## config.mk

```make
export PLATFORM = sky130hd
export DESIGN_NAME = slem_second_level_aggregator
export DESIGN_NICKNAME = d
export VERILOG_FILES = /design/src/slem_second_level_aggregator.v
export VERILOG_INCLUDE_DIRS = /design/src
export SDC_FILE = /design/constraint.sdc
export NUM_CORES = 1
export LEC_CHECK = 0
export BUFFER_PORTS_ARGS = -buffer_cell sky130_fd_sc_hd__buf_4
export CAP_MARGIN = 20
export CORE_ASPECT_RATIO = 0.8
export CORE_MARGIN = 3
export CORE_UTILIZATION = 30
export DETAILED_ROUTE_END_ITERATION = 16
export PLACE_DENSITY_LB_ADDON = 0.1
export SYNTH_ARGS = -nofsm -noshare
export SYNTH_HDL_FRONTEND = slang
export SYNTH_SLANG_ARGS = --single-unit
```

## constraint.sdc

```tcl
create_clock -name i_clock -period 3.2 [get_ports i_clock]
set_input_delay 0 -clock i_clock [delete_from_list [all_inputs] [get_ports i_clock]]
set_output_delay 0 -clock i_clock [all_outputs]
set_load 0.005 [all_outputs]
```

## src/slem_defines.vh

```
/*
 * Register map, flag layouts and reset values of the second-level event aggregator.
 * Assumes one 32-bit AXI4-Lite slave; offsets are byte addresses of aligned words.
 */
`ifndef SLEM_DEFINES_VH
`define SLEM_DEFINES_VH

// Peripheral count and indices
`define SLEM_NPER        8
`define SLEM_P_TMR1      0
`define SLEM_P_TMR2      1
`define SLEM_P_SC1       2
`define SLEM_P_SC2       3
`define SLEM_P_ADC       4
`define SLEM_P_SC3       5
`define SLEM_P_SC4       6
`define SLEM_P_USB       7

// Register offsets: flags at 0x00 + 4*p, masks at 0x40 + 4*p
`define SLEM_OFS_FLAG    8'h00
`define SLEM_OFS_MASK    8'h40
`define SLEM_OFS_MISS    8'h80
`define SLEM_OFS_TOPLVL  8'h84
`define SLEM_ADDR_W      8

// Implemented flag bits per peripheral
`define SLEM_IMPL_TMR1   32'h0000005f
`define SLEM_IMPL_TMR2   32'h0000005f
`define SLEM_IMPL_SC1    32'h00007fff
`define SLEM_IMPL_SC2    32'h00001fff
`define SLEM_IMPL_ADC    32'h0000001f
`define SLEM_IMPL_SC3    32'h00007fff
`define SLEM_IMPL_SC4    32'h00001fff
`define SLEM_IMPL_USB    32'h00ffffff

// Top-level bit positions
`define SLEM_TOP_TMR1    0
`define SLEM_TOP_TMR2    1
`define SLEM_TOP_SC1     5
`define SLEM_TOP_SC2     6
`define SLEM_TOP_SEC     7
`define SLEM_TOP_MACTX   9
`define SLEM_TOP_MACRX   10
`define SLEM_TOP_ADC     11
`define SLEM_TOP_PIN_A   12
`define SLEM_TOP_DEBUG   16
`define SLEM_TOP_SC3     17
`define SLEM_TOP_SC4     18
`define SLEM_TOP_USB     19
`define SLEM_TOP_W       20

// Reset values
`define SLEM_RST_REG     32'h00000000

// AXI responses
`define SLEM_RESP_OKAY   2'h0
`define SLEM_RESP_SLVERR 2'h2

`endif

```

## src/slem_second_level_aggregator.v

```verilog
/*
 * Second-level event aggregator: per-peripheral sticky flags, enable masks,
 * OR into level requests for the top-level controller, and missed-event bits.
 * Assumes event inputs are synchronous one-cycle pulses and an AXI4-Lite master.
 * Unmapped or unaligned accesses answer SLVERR and change nothing.
 * The protection inputs of both address channels are not checked.
 */
// Decided for this implementation: register access over AXI4-Lite and the address map.
//
// Contract
// - OR enabled flags into one request
// - Mask write 1 enables, 0 disables
// - Mask gates each flag bit individually
// - Flag write 1 clears, 0 no effect
// - Events set flags regardless of mask
// - Late mask set forwards pending flag
// - Request is level while enabled flag set
// - Top request holds until flags or mask bits cleared
// - Set wins over simultaneous clear
// - No counting or queuing of events
// - Enabled repeat sets peripheral missed bit
// - One missed bit per top interrupt
// - Missed bits write 1 to clear
// - Direct sources drive top bits directly
// - Top requests are levels, enable-gated upstream
`timescale 1ns/1ns
`include "slem_defines.vh"

module slem_second_level_aggregator #(
  parameter NPER = `SLEM_NPER
) (
  // Clock and reset
  input  wire                      i_clock,
  input  wire                      i_rst,
  // Event pulses, 32 per peripheral, peripheral p at [32*p +: 32]
  input  wire [32*`SLEM_NPER-1:0]  i_event_pulse,
  // Direct top-level sources
  input  wire                      i_debug_request,
  input  wire [3:0]                i_ext_pin_request,
  input  wire                      i_mac_receive_top_request,
  input  wire                      i_mac_transmit_top_request,
  input  wire                      i_security_top_request,
  // Requests to the top-level interrupt controller
  output wire [`SLEM_TOP_W-1:0]    o_top_request,
  // AXI4-Lite write address
  input  wire                      i_awvalid,
  output wire                      o_awready,
  input  wire [`SLEM_ADDR_W-1:0]   i_awaddr,
  input  wire [2:0]                i_awprot,
  // AXI4-Lite write data
  input  wire                      i_wvalid,
  output wire                      o_wready,
  input  wire [31:0]               i_wdata,
  input  wire [3:0]                i_wstrb,
  // AXI4-Lite write response
  output wire                      o_bvalid,
  input  wire                      i_bready,
  output wire [1:0]                o_bresp,
  // AXI4-Lite read address
  input  wire                      i_arvalid,
  output wire                      o_arready,
  input  wire [`SLEM_ADDR_W-1:0]   i_araddr,
  input  wire [2:0]                i_arprot,
  // AXI4-Lite read data
  output wire                      o_rvalid,
  input  wire                      i_rready,
  output wire [31:0]               o_rdata,
  output wire [1:0]                o_rresp
);

  // Assigned flag bits of peripheral p
  function [31:0] impl_bits;
    input integer per;
    begin
      case (per)
        `SLEM_P_TMR1: impl_bits = `SLEM_IMPL_TMR1;
        `SLEM_P_TMR2: impl_bits = `SLEM_IMPL_TMR2;
        `SLEM_P_SC1:  impl_bits = `SLEM_IMPL_SC1;
        `SLEM_P_SC2:  impl_bits = `SLEM_IMPL_SC2;
        `SLEM_P_ADC:  impl_bits = `SLEM_IMPL_ADC;
        `SLEM_P_SC3:  impl_bits = `SLEM_IMPL_SC3;
        `SLEM_P_SC4:  impl_bits = `SLEM_IMPL_SC4;
        `SLEM_P_USB:  impl_bits = `SLEM_IMPL_USB;
        default:      impl_bits = 32'h00000000;
      endcase
    end
  endfunction

  // Top-level bit fed by peripheral per
  function [4:0] top_bit;
    input integer per;
    integer       pos;
    begin
      case (per)
        `SLEM_P_TMR1: pos = `SLEM_TOP_TMR1;
        `SLEM_P_TMR2: pos = `SLEM_TOP_TMR2;
        `SLEM_P_SC1:  pos = `SLEM_TOP_SC1;
        `SLEM_P_SC2:  pos = `SLEM_TOP_SC2;
        `SLEM_P_ADC:  pos = `SLEM_TOP_ADC;
        `SLEM_P_SC3:  pos = `SLEM_TOP_SC3;
        `SLEM_P_SC4:  pos = `SLEM_TOP_SC4;
        `SLEM_P_USB:  pos = `SLEM_TOP_USB;
        default:      pos = 0;
      endcase
      top_bit = pos[4:0];
    end
  endfunction

  // Byte lane expansion of write strobes
  function [31:0] lane_mask;
    input [3:0] strb;
    begin
      lane_mask = {{8{strb[3]}}, {8{strb[2]}}, {8{strb[1]}}, {8{strb[0]}}};
    end
  endfunction

  // Event pulses of peripheral per
  function [31:0] events_of;
    input [32*`SLEM_NPER-1:0] vec;
    input integer             per;
    begin
      events_of = vec[32*per +: 32];
    end
  endfunction

  // Write channel states, one-hot
  localparam [2:0] WS_IDLE = 3'h1;
  localparam [2:0] WS_RESP = 3'h2;
  localparam [2:0] WS_DONE = 3'h4;

  // Register regions, one-hot
  localparam [4:0] RG_FLAG = 5'h01;
  localparam [4:0] RG_MASK = 5'h02;
  localparam [4:0] RG_MISS = 5'h04;
  localparam [4:0] RG_TOP  = 5'h08;
  localparam [4:0] RG_NONE = 5'h10;

  // Region holding a word address; unaligned and unmapped give none
  function [4:0] region;
    input [`SLEM_ADDR_W-1:0] addr;
    begin
      if (addr[1:0] != 2'h0) begin
        region = RG_NONE;
      end else if (addr[7:5] == 3'h0) begin
        region = RG_FLAG;
      end else if (addr[7:5] == 3'h2) begin
        region = RG_MASK;
      end else if (addr == `SLEM_OFS_MISS) begin
        region = RG_MISS;
      end else if (addr == `SLEM_OFS_TOPLVL) begin
        region = RG_TOP;
      end else begin
        region = RG_NONE;
      end
    end
  endfunction

  reg  [31:0]             flag_ff [0:`SLEM_NPER-1];
  reg  [31:0]             mask_ff [0:`SLEM_NPER-1];
  reg  [31:0]             nxt_flag [0:`SLEM_NPER-1];
  reg  [31:0]             nxt_mask [0:`SLEM_NPER-1];
  reg  [`SLEM_TOP_W-1:0]  miss_ff;
  reg  [`SLEM_TOP_W-1:0]  nxt_miss;
  reg  [`SLEM_TOP_W-1:0]  top_req;

  reg  [2:0]              wstate_ff;
  reg                     aw_got_ff;
  reg                     w_got_ff;
  reg  [`SLEM_ADDR_W-1:0] awaddr_ff;
  reg  [31:0]             wdata_ff;
  reg  [3:0]              wstrb_ff;
  reg  [1:0]              bresp_ff;
  reg                     rvalid_ff;
  reg  [31:0]             rdata_ff;
  reg  [1:0]              rresp_ff;

  wire                    aw_take;
  wire                    w_take;
  wire                    wr_fire;
  wire [31:0]             wr_bits;
  wire                    wr_flag_hit;
  wire                    wr_mask_hit;
  wire [2:0]              wr_idx;
  wire                    wr_map_ok;
  wire [4:0]              wr_region;
  wire [4:0]              rd_region;
  wire [2:0]              rd_idx;
  wire [`SLEM_TOP_W-1:0]  miss_clr;
  reg  [31:0]             rd_val;
  reg                     rd_ok;
  integer                 mp;
  integer                 fp;
  integer                 sp;
  integer                 tp;
  integer                 rp;

  // Write channel: address and data taken in any order
  assign o_awready = wstate_ff[0] & ~aw_got_ff;
  assign o_wready  = wstate_ff[0] & ~w_got_ff;
  assign aw_take   = i_awvalid & o_awready;
  assign w_take    = i_wvalid & o_wready;
  assign wr_fire   = wstate_ff[0] & (aw_got_ff | aw_take) & (w_got_ff | w_take);
  assign o_bvalid  = wstate_ff[1];
  assign o_bresp   = bresp_ff;

  // Decode of the write being committed
  wire [`SLEM_ADDR_W-1:0] wa = aw_got_ff ? awaddr_ff : i_awaddr;
  wire [31:0]             wd = w_got_ff ? wdata_ff : i_wdata;
  wire [3:0]              ws = w_got_ff ? wstrb_ff : i_wstrb;
  assign wr_bits     = wd & lane_mask(ws);
  assign wr_idx      = wa[4:2];
  assign wr_region   = region(wa);
  assign rd_region   = region(i_araddr);
  assign rd_idx      = i_araddr[4:2];
  assign wr_flag_hit = wr_fire & (wr_region == RG_FLAG);
  assign wr_mask_hit = wr_fire & (wr_region == RG_MASK);
  assign wr_map_ok   = (wr_region != RG_NONE);
  // Missed-bit clear loses to a coincident set
  assign miss_clr    = (wr_fire && wr_region == RG_MISS) ? wr_bits[`SLEM_TOP_W-1:0] : {`SLEM_TOP_W{1'b0}};

  // Mask next state
  always @* begin
    for (mp = 0; mp < `SLEM_NPER; mp = mp + 1) begin
      nxt_mask[mp] = mask_ff[mp];
      if (wr_mask_hit && wr_idx == mp[2:0]) begin
        nxt_mask[mp] = (mask_ff[mp] & ~lane_mask(ws)) | wr_bits;
      end
    end
  end

  // Flag next state; events are ORed in after the clear
  always @* begin
    for (fp = 0; fp < `SLEM_NPER; fp = fp + 1) begin
      nxt_flag[fp] = flag_ff[fp];
      if (wr_flag_hit && wr_idx == fp[2:0]) begin
        nxt_flag[fp] = flag_ff[fp] & ~wr_bits;
      end
      nxt_flag[fp] = (nxt_flag[fp] | events_of(i_event_pulse, fp)) & impl_bits(fp);
    end
  end

  // Missed bits: clear first, then any new miss sets
  always @* begin
    nxt_miss = miss_ff & ~miss_clr;
    for (sp = 0; sp < `SLEM_NPER; sp = sp + 1) begin
      if (|(events_of(i_event_pulse, sp) & flag_ff[sp] & mask_ff[sp] & impl_bits(sp))) begin
        nxt_miss[top_bit(sp)] = 1'b1;
      end
    end
  end

  // Request levels to the top-level controller
  always @* begin
    top_req = {`SLEM_TOP_W{1'b0}};
    for (tp = 0; tp < `SLEM_NPER; tp = tp + 1) begin
      if (|(flag_ff[tp] & mask_ff[tp])) begin
        top_req[top_bit(tp)] = 1'b1;
      end
    end
    top_req[`SLEM_TOP_DEBUG]               = i_debug_request;
    top_req[`SLEM_TOP_PIN_A +: 4]          = i_ext_pin_request;
    top_req[`SLEM_TOP_MACRX]               = i_mac_receive_top_request;
    top_req[`SLEM_TOP_MACTX]               = i_mac_transmit_top_request;
    top_req[`SLEM_TOP_SEC]                 = i_security_top_request;
  end

  assign o_top_request = top_req;

  // Flag, mask and missed registers
  always @(posedge i_clock) begin
    if (i_rst) begin
      for (rp = 0; rp < `SLEM_NPER; rp = rp + 1) begin
        flag_ff[rp] <= `SLEM_RST_REG;
        mask_ff[rp] <= `SLEM_RST_REG;
      end
      miss_ff <= {`SLEM_TOP_W{1'b0}};
    end else begin
      for (rp = 0; rp < `SLEM_NPER; rp = rp + 1) begin
        flag_ff[rp] <= nxt_flag[rp];
        mask_ff[rp] <= nxt_mask[rp];
      end
      miss_ff <= nxt_miss;
    end
  end

  // Write handshake sequencing
  always @(posedge i_clock) begin
    if (i_rst) begin
      wstate_ff <= WS_IDLE;
      aw_got_ff <= 1'b0;
      w_got_ff  <= 1'b0;
      awaddr_ff <= {`SLEM_ADDR_W{1'b0}};
      wdata_ff  <= 32'h00000000;
      wstrb_ff  <= 4'h0;
      bresp_ff  <= `SLEM_RESP_OKAY;
    end else begin
      case (wstate_ff)
        WS_IDLE: begin
          if (aw_take) begin
            awaddr_ff <= i_awaddr;
          end
          if (w_take) begin
            wdata_ff <= i_wdata;
            wstrb_ff <= i_wstrb;
          end
          if (wr_fire) begin
            aw_got_ff <= 1'b0;
            w_got_ff  <= 1'b0;
            bresp_ff  <= wr_map_ok ? `SLEM_RESP_OKAY : `SLEM_RESP_SLVERR;
            wstate_ff <= WS_RESP;
          end else begin
            aw_got_ff <= aw_got_ff | aw_take;
            w_got_ff  <= w_got_ff | w_take;
          end
        end
        WS_RESP: begin
          if (i_bready) begin
            wstate_ff <= WS_IDLE;
          end
        end
        default: begin
          wstate_ff <= WS_IDLE;
        end
      endcase
    end
  end

  // Read decode
  always @* begin
    rd_val = 32'h00000000;
    rd_ok  = 1'b1;
    case (rd_region)
      RG_FLAG: begin
        rd_val = flag_ff[rd_idx];
      end
      RG_MASK: begin
        rd_val = mask_ff[rd_idx];
      end
      RG_MISS: begin
        rd_val = {{(32-`SLEM_TOP_W){1'b0}}, miss_ff};
      end
      RG_TOP: begin
        rd_val = {{(32-`SLEM_TOP_W){1'b0}}, top_req};
      end
      default: begin
        rd_ok = 1'b0;
      end
    endcase
  end

  assign o_arready = ~rvalid_ff;
  assign o_rvalid  = rvalid_ff;
  assign o_rdata   = rdata_ff;
  assign o_rresp   = rresp_ff;

  always @(posedge i_clock) begin
    if (i_rst) begin
      rvalid_ff <= 1'b0;
      rdata_ff  <= 32'h00000000;
      rresp_ff  <= `SLEM_RESP_OKAY;
    end else if (rvalid_ff) begin
      if (i_rready) begin
        rvalid_ff <= 1'b0;
      end
    end else if (i_arvalid) begin
      rvalid_ff <= 1'b1;
      rdata_ff  <= rd_val;
      rresp_ff  <= rd_ok ? `SLEM_RESP_OKAY : `SLEM_RESP_SLVERR;
    end
  end

endmodule

```

# Word-level counts from Yosys, hierarchy flattened
# Memories as Yosys holds them, arrays and structs flattened.
# Cells that the tools add are included.
# word_totals
register_bits	106
ramBits	448
inputBits	329
output_inout_bits	61
wordCells	360
mem_count	2
# memory_table
memory	words	width	read_ports	rd_ports_with_merged_regs	write_ports	line	text
mask_ff	8	32	9	0	8	slem_second_level_aggregator.v:159	reg [31:0] mask_ff [0:`SLEM_NPER-1];
flag_ff	8	24	9	0	8	slem_second_level_aggregator.v:158	reg [31:0] flag_ff [0:`SLEM_NPER-1];
# classes
order_cmp	32
eq_ne	25
n_mux	125
bitwise	105
n_reduce_logical	60
# ops
cell	count
AND 32 bit	17
two-way mux 32 bit	17
two-way mux 20 bit	17
OR 20 bit	15
OR 32 bit	8
OR reduction 32 bit	8
two-way mux 24 bit	9
two-way mux 5 bit	27
one-hot mux 32 bit (4 select lines)	1
< comparator 5 x 6 -> 1 bit (second input constant)	16
AND 15 bit	6
demux 1 bit (select 5 bit)	16
greater-or-equal comparator 5 x 1 -> 1 bit (second input constant)	16
AND 13 bit	6
AND 24 bit	3
AND 7 bit	6
logical AND 1 bit	33
== test 8 bit (second input constant)	4
NOT 32 bit	1
two-way mux 15 bit	2
OR 15 bit	2
OR reduction 15 bit	2
two-way mux 13 bit	2
OR 13 bit	2
34 further kinds	111

# Depth between registers and ports, before layout
# logic_depth
word_depth	28
ltp_mapped	8
ltp_nobuf	5

# Least setup slack after synthesis
# OpenSTA, ideal clock, no wires.
# synth_timing
path_kind	flip-flop to flip-flop
startpoint	register aw_got_ff
endpoint	memory flag_ff[7][7] (netlist name)
setup_time_ns	0.132
t_arrival_ns	1.998
t_required_ns	3.068
setup_slack_ns	1.070
path_stages_with_launch	8
n_path_buf	2
synth_period_minus_slack_ns	2.130
path_cell_list	dfxtp_1 or3_1 a221o_1 or3_1 clkbuf_1 buf_4 o21ai_1 a21oi_1
# synth_lines
element	line	text
from (decl)	slem_second_level_aggregator.v:167	reg aw_got_ff;
from (signal assigned)	slem_second_level_aggregator.v:312	aw_got_ff <= aw_got_ff | aw_take;
to (decl)	slem_second_level_aggregator.v:158	

==> metrics <==
mean routed wirelength per cell=25.65 µm; total negative slack for setup checks=0 ns; Synth cell types=72; Power Internal=10.03 mW; share of synthesized flip-flops with an asynchronous set or reset=0%; dominant synthesized flop cell=dfxtp_1; deepest clock path buffer count=3; largest net degree at the start of global routing=135; part of the total power dissipated in sequential elements=43.4%; clock slew seen by the registers of the worst setup and hold paths=0.06 ns; starting utilization of the core area=30.71%; crit-path leading delay family=simple AND/OR/NAND/NOR gates; Placed Instances=3333; Final period util=89.89%; delay of the slowest cell on the worst path=0.61 ns; adder-cell share of the synthesized area=0%; total net switching power=3.771 mW; worst reg2reg path startpoint=aw_got_ff; clock tree sinks=456; list of cells traversed by the critical path=buf_4 -> mux2i_1 -> nand2_1 -> nor4_2 -> buf_4 -> mux2i_1 -> nor2_1; number of DRC violations after detailed-routing iteration 0=1819; Sw Share=27.32%; die height=245.0 µm; hold worst-path end=o_rdata[6]; Syn Inst Count=2286; clock share of power=44.7%; Area Growth Syn to Fin=28.46%; post-route antenna net violation count=0; post-synthesis area per instance=9.368 µm²; via/cell ratio=5.510; Ys Warns=0; buffer count from post-CTS setup fixing=0; arrival time at the worst endpoint=3.32 ns; Hold Crit Depth=6; clock buffers created by TritonCTS=52; mux cell area share after synthesis=21.60%; CTS tree=built; number of flip-flops and latches in the synthesized netlist=456; Congestion Overflow GR=0; Post-Place Worst Slack=0.3829 ns; run status=finished clean; min-delay worst type=in2reg; number of buffers inserted by port buffering=218; maximum vdd drop=0.3446 mV; post-detail-place hpwl=67100 µm; XOR/XNOR Fraction of Synth Area=0%; first-pass GRT wire length=133400 µm; non-filler instance count after layout=3599; CTS Root Buffer Type=clkbuf_16; Synth top area share=42.63%; area of the die=74650 µm²; final setup slack of the worst path=0.3235 ns; crit start category=register; Reg2Reg Setup Slack=0.32 ns; power density relative to cell area=501.8 nW/µm²; Final Skew=0.03328 ns; Setup crit start=aw_got_ff; power consumption=13.80 mW; vias in the first global route=19.24k; fraction of layout instances using a drive strength above 1=20.94%; Combinational Power Share=11.9%; number of pins with negative max-slew slack in the final report=0; leading area contributor after synthesis=dfxtp_1; H-Tree Level Count=2; routability congestion estimate=0.9416; static leakage=9.853 nW; source-to-sink clock delay at the later pin of the worst-skew pair=0.63 ns; number of enable-type register cells in the synthesized netlist=0; core region area=69730 µm²; worst endpoint required time=3.64 ns; setup-violating endpoint count in the final report=0; share of the synthesized area in compound gates (AO/OA/AOI/OAI)=12.36%; startpoint-to-endpoint class of the critical path=reg2reg; dominant combinational cell family by area after synthesis=multiplexers; Die Width=304.7 µm; DRC errors left=0; fillcell total=6898; critical hold path startpoint=i_araddr[7]; global-route total usage across every layer=24.03%; kind of end point of the critical path=register; max-cap violation count=0; minimum period implied by the final worst setup slack=2.877 ns; max frequency=347.6 MHz; fraction of the mapped netlist area in simple logic gates=18.85%; fin nets=2961; total standard cell area after synthesis=21420 µm²; Fin. Hold Viols=0; max-slew headroom at the worst pin=32.01%; path depth of the worst reg2reg path=7; Worst Max-Slew Pin Slew=1.020 ns; critical path peak fanout=13; detailed-routing iteration count for the pre-antenna-repair pass=6; routed wire length=92310 µm; leading cell types by total area after synthesis=dfxtp_1 (43%), mux2i_1 (12%), mux4_2 (7.9%); site row count=86; setup repair after global routing missed its margin=no; post-synthesis sequential area ratio=42.63%; routed vias=19.83k; critical-path cell with the highest stage delay=mux2i_1; io pins=390; critical path buffer and inverter count=2; number of antenna violations at the first check in global routing=3
-- worst reg2reg max path, cell delays in order (launching register included) --
cell and delay [ns]:
dfxtp_1 0.53, buf_4 0.27, mux2i_1 0.61, nand2_1 0.45, nor4_2 0.32, buf_4 0.26
mux2i_1 0.20, nor2_1 0.07
-- how the worst max path moves through the flow --
stage	endpoint	slack, ns	cells after the start
after global placement	register	0.42	7
after CTS	register	0.34	7
after detailed placement	register	0.38	7
final	register	0.32	7
after floorplan	flag_ff[7][7]	1.07	7
after global routing	register	0.003	7
-- cells by family after synthesis --
kind of cell | Yosys count
and+or+nand+nor | 836
DFF | 456
AOI/OAI and AO/OA | 396
muxes | 364
buffers and inverters | 233
other | 1
-- cells in the final DEF, fill, tap and decap left out, types with 18 or more instances in the layout --
cell type,netlist,routed
a211oi_1,26,26
a21oi_1,139,139
a222oi_1,18,18
a22oi_1,62,62
a311oi_1,26,26
buf_4,20,283
clkbuf_16,0,53
dfxtp_1,456,455
dlygate4sd3_1,0,169
inv_1,58,58
mux2_2,35,35
mux2i_1,254,253
mux4_2,75,75
nand2_1,344,344
nand3_1,90,90
nand4_1,21,21
nor2_1,142,141
nor3_1,74,74
nor4_1,38,37
o21ai_0,50,50
or2_2,29,29
-- stage by stage --
stage                     hold WS (ns)  instance area, µm²  utilization [%]
final                          0.07186               27510            39.45
after global routing           0.06705               27510            39.45
after CTS                      0.01658               27510            39.45
after detailed placement        0.1832               24090            34.54
after global placement          0.1836               24080            34.53
after floorplan                0.08082               21430                -
-- repair_timing --
item,4_1_cts,5_1_grt
endpoints found under the hold margin,206,0
hold buffers,169,0
resized for setup,0,0
-- layer usage --
layer | track usage (%) | part of all wire [%]
met4 | 7.661 | 3.1
met1 | 35.72 | 47
met5 | 0 | 0
met2 | 34.08 | 41
met3 | 5.469 | 8.7
-- layout make-up --
type                       count  area, µm²  area share, %
antenna                        1      2.502       0.009096
clock buffer                  77       1546          5.621
clock inverter                19      182.7         0.6640
inverter                      63      241.5         0.8778
multi-input combinational   1602      11350          41.26
sequential                   456       9130          33.19
tap                          924       1156          4.202
timing repair buffer         457       3901          14.18
-- Yosys cell counts (all sizes together) (13+ instances only) --
cell type / instances
nand2b: 15
a221oi: 13
o21ai: 60
a22oi: 63
nor4: 48
inv: 59
a21oi: 139
clkbuf: 108
mux2i: 254
nand2: 344
or2: 34
nand3: 92
a211oi: 26
a222oi: 18
nand4: 21
dfxtp: 456
nor3: 81
nor2: 160
mux2: 35
mux4: 75
buf: 62
a311oi: 26
-- power groups by stage --
stage / combinational, mW / clock [mW] / sequential [mW]
floorplan: 0.785 / 0 / 6.03
global placement: 1.43 / 0 / 6.11
detailed placement: 1.45 / 0 / 6.11
CTS: 1.63 / 6.30 / 5.98
global route: 1.75 / 6.52 / 6.00
finish: 1.64 / 6.17 / 5.99
Power figures use the tool's default switching activity.
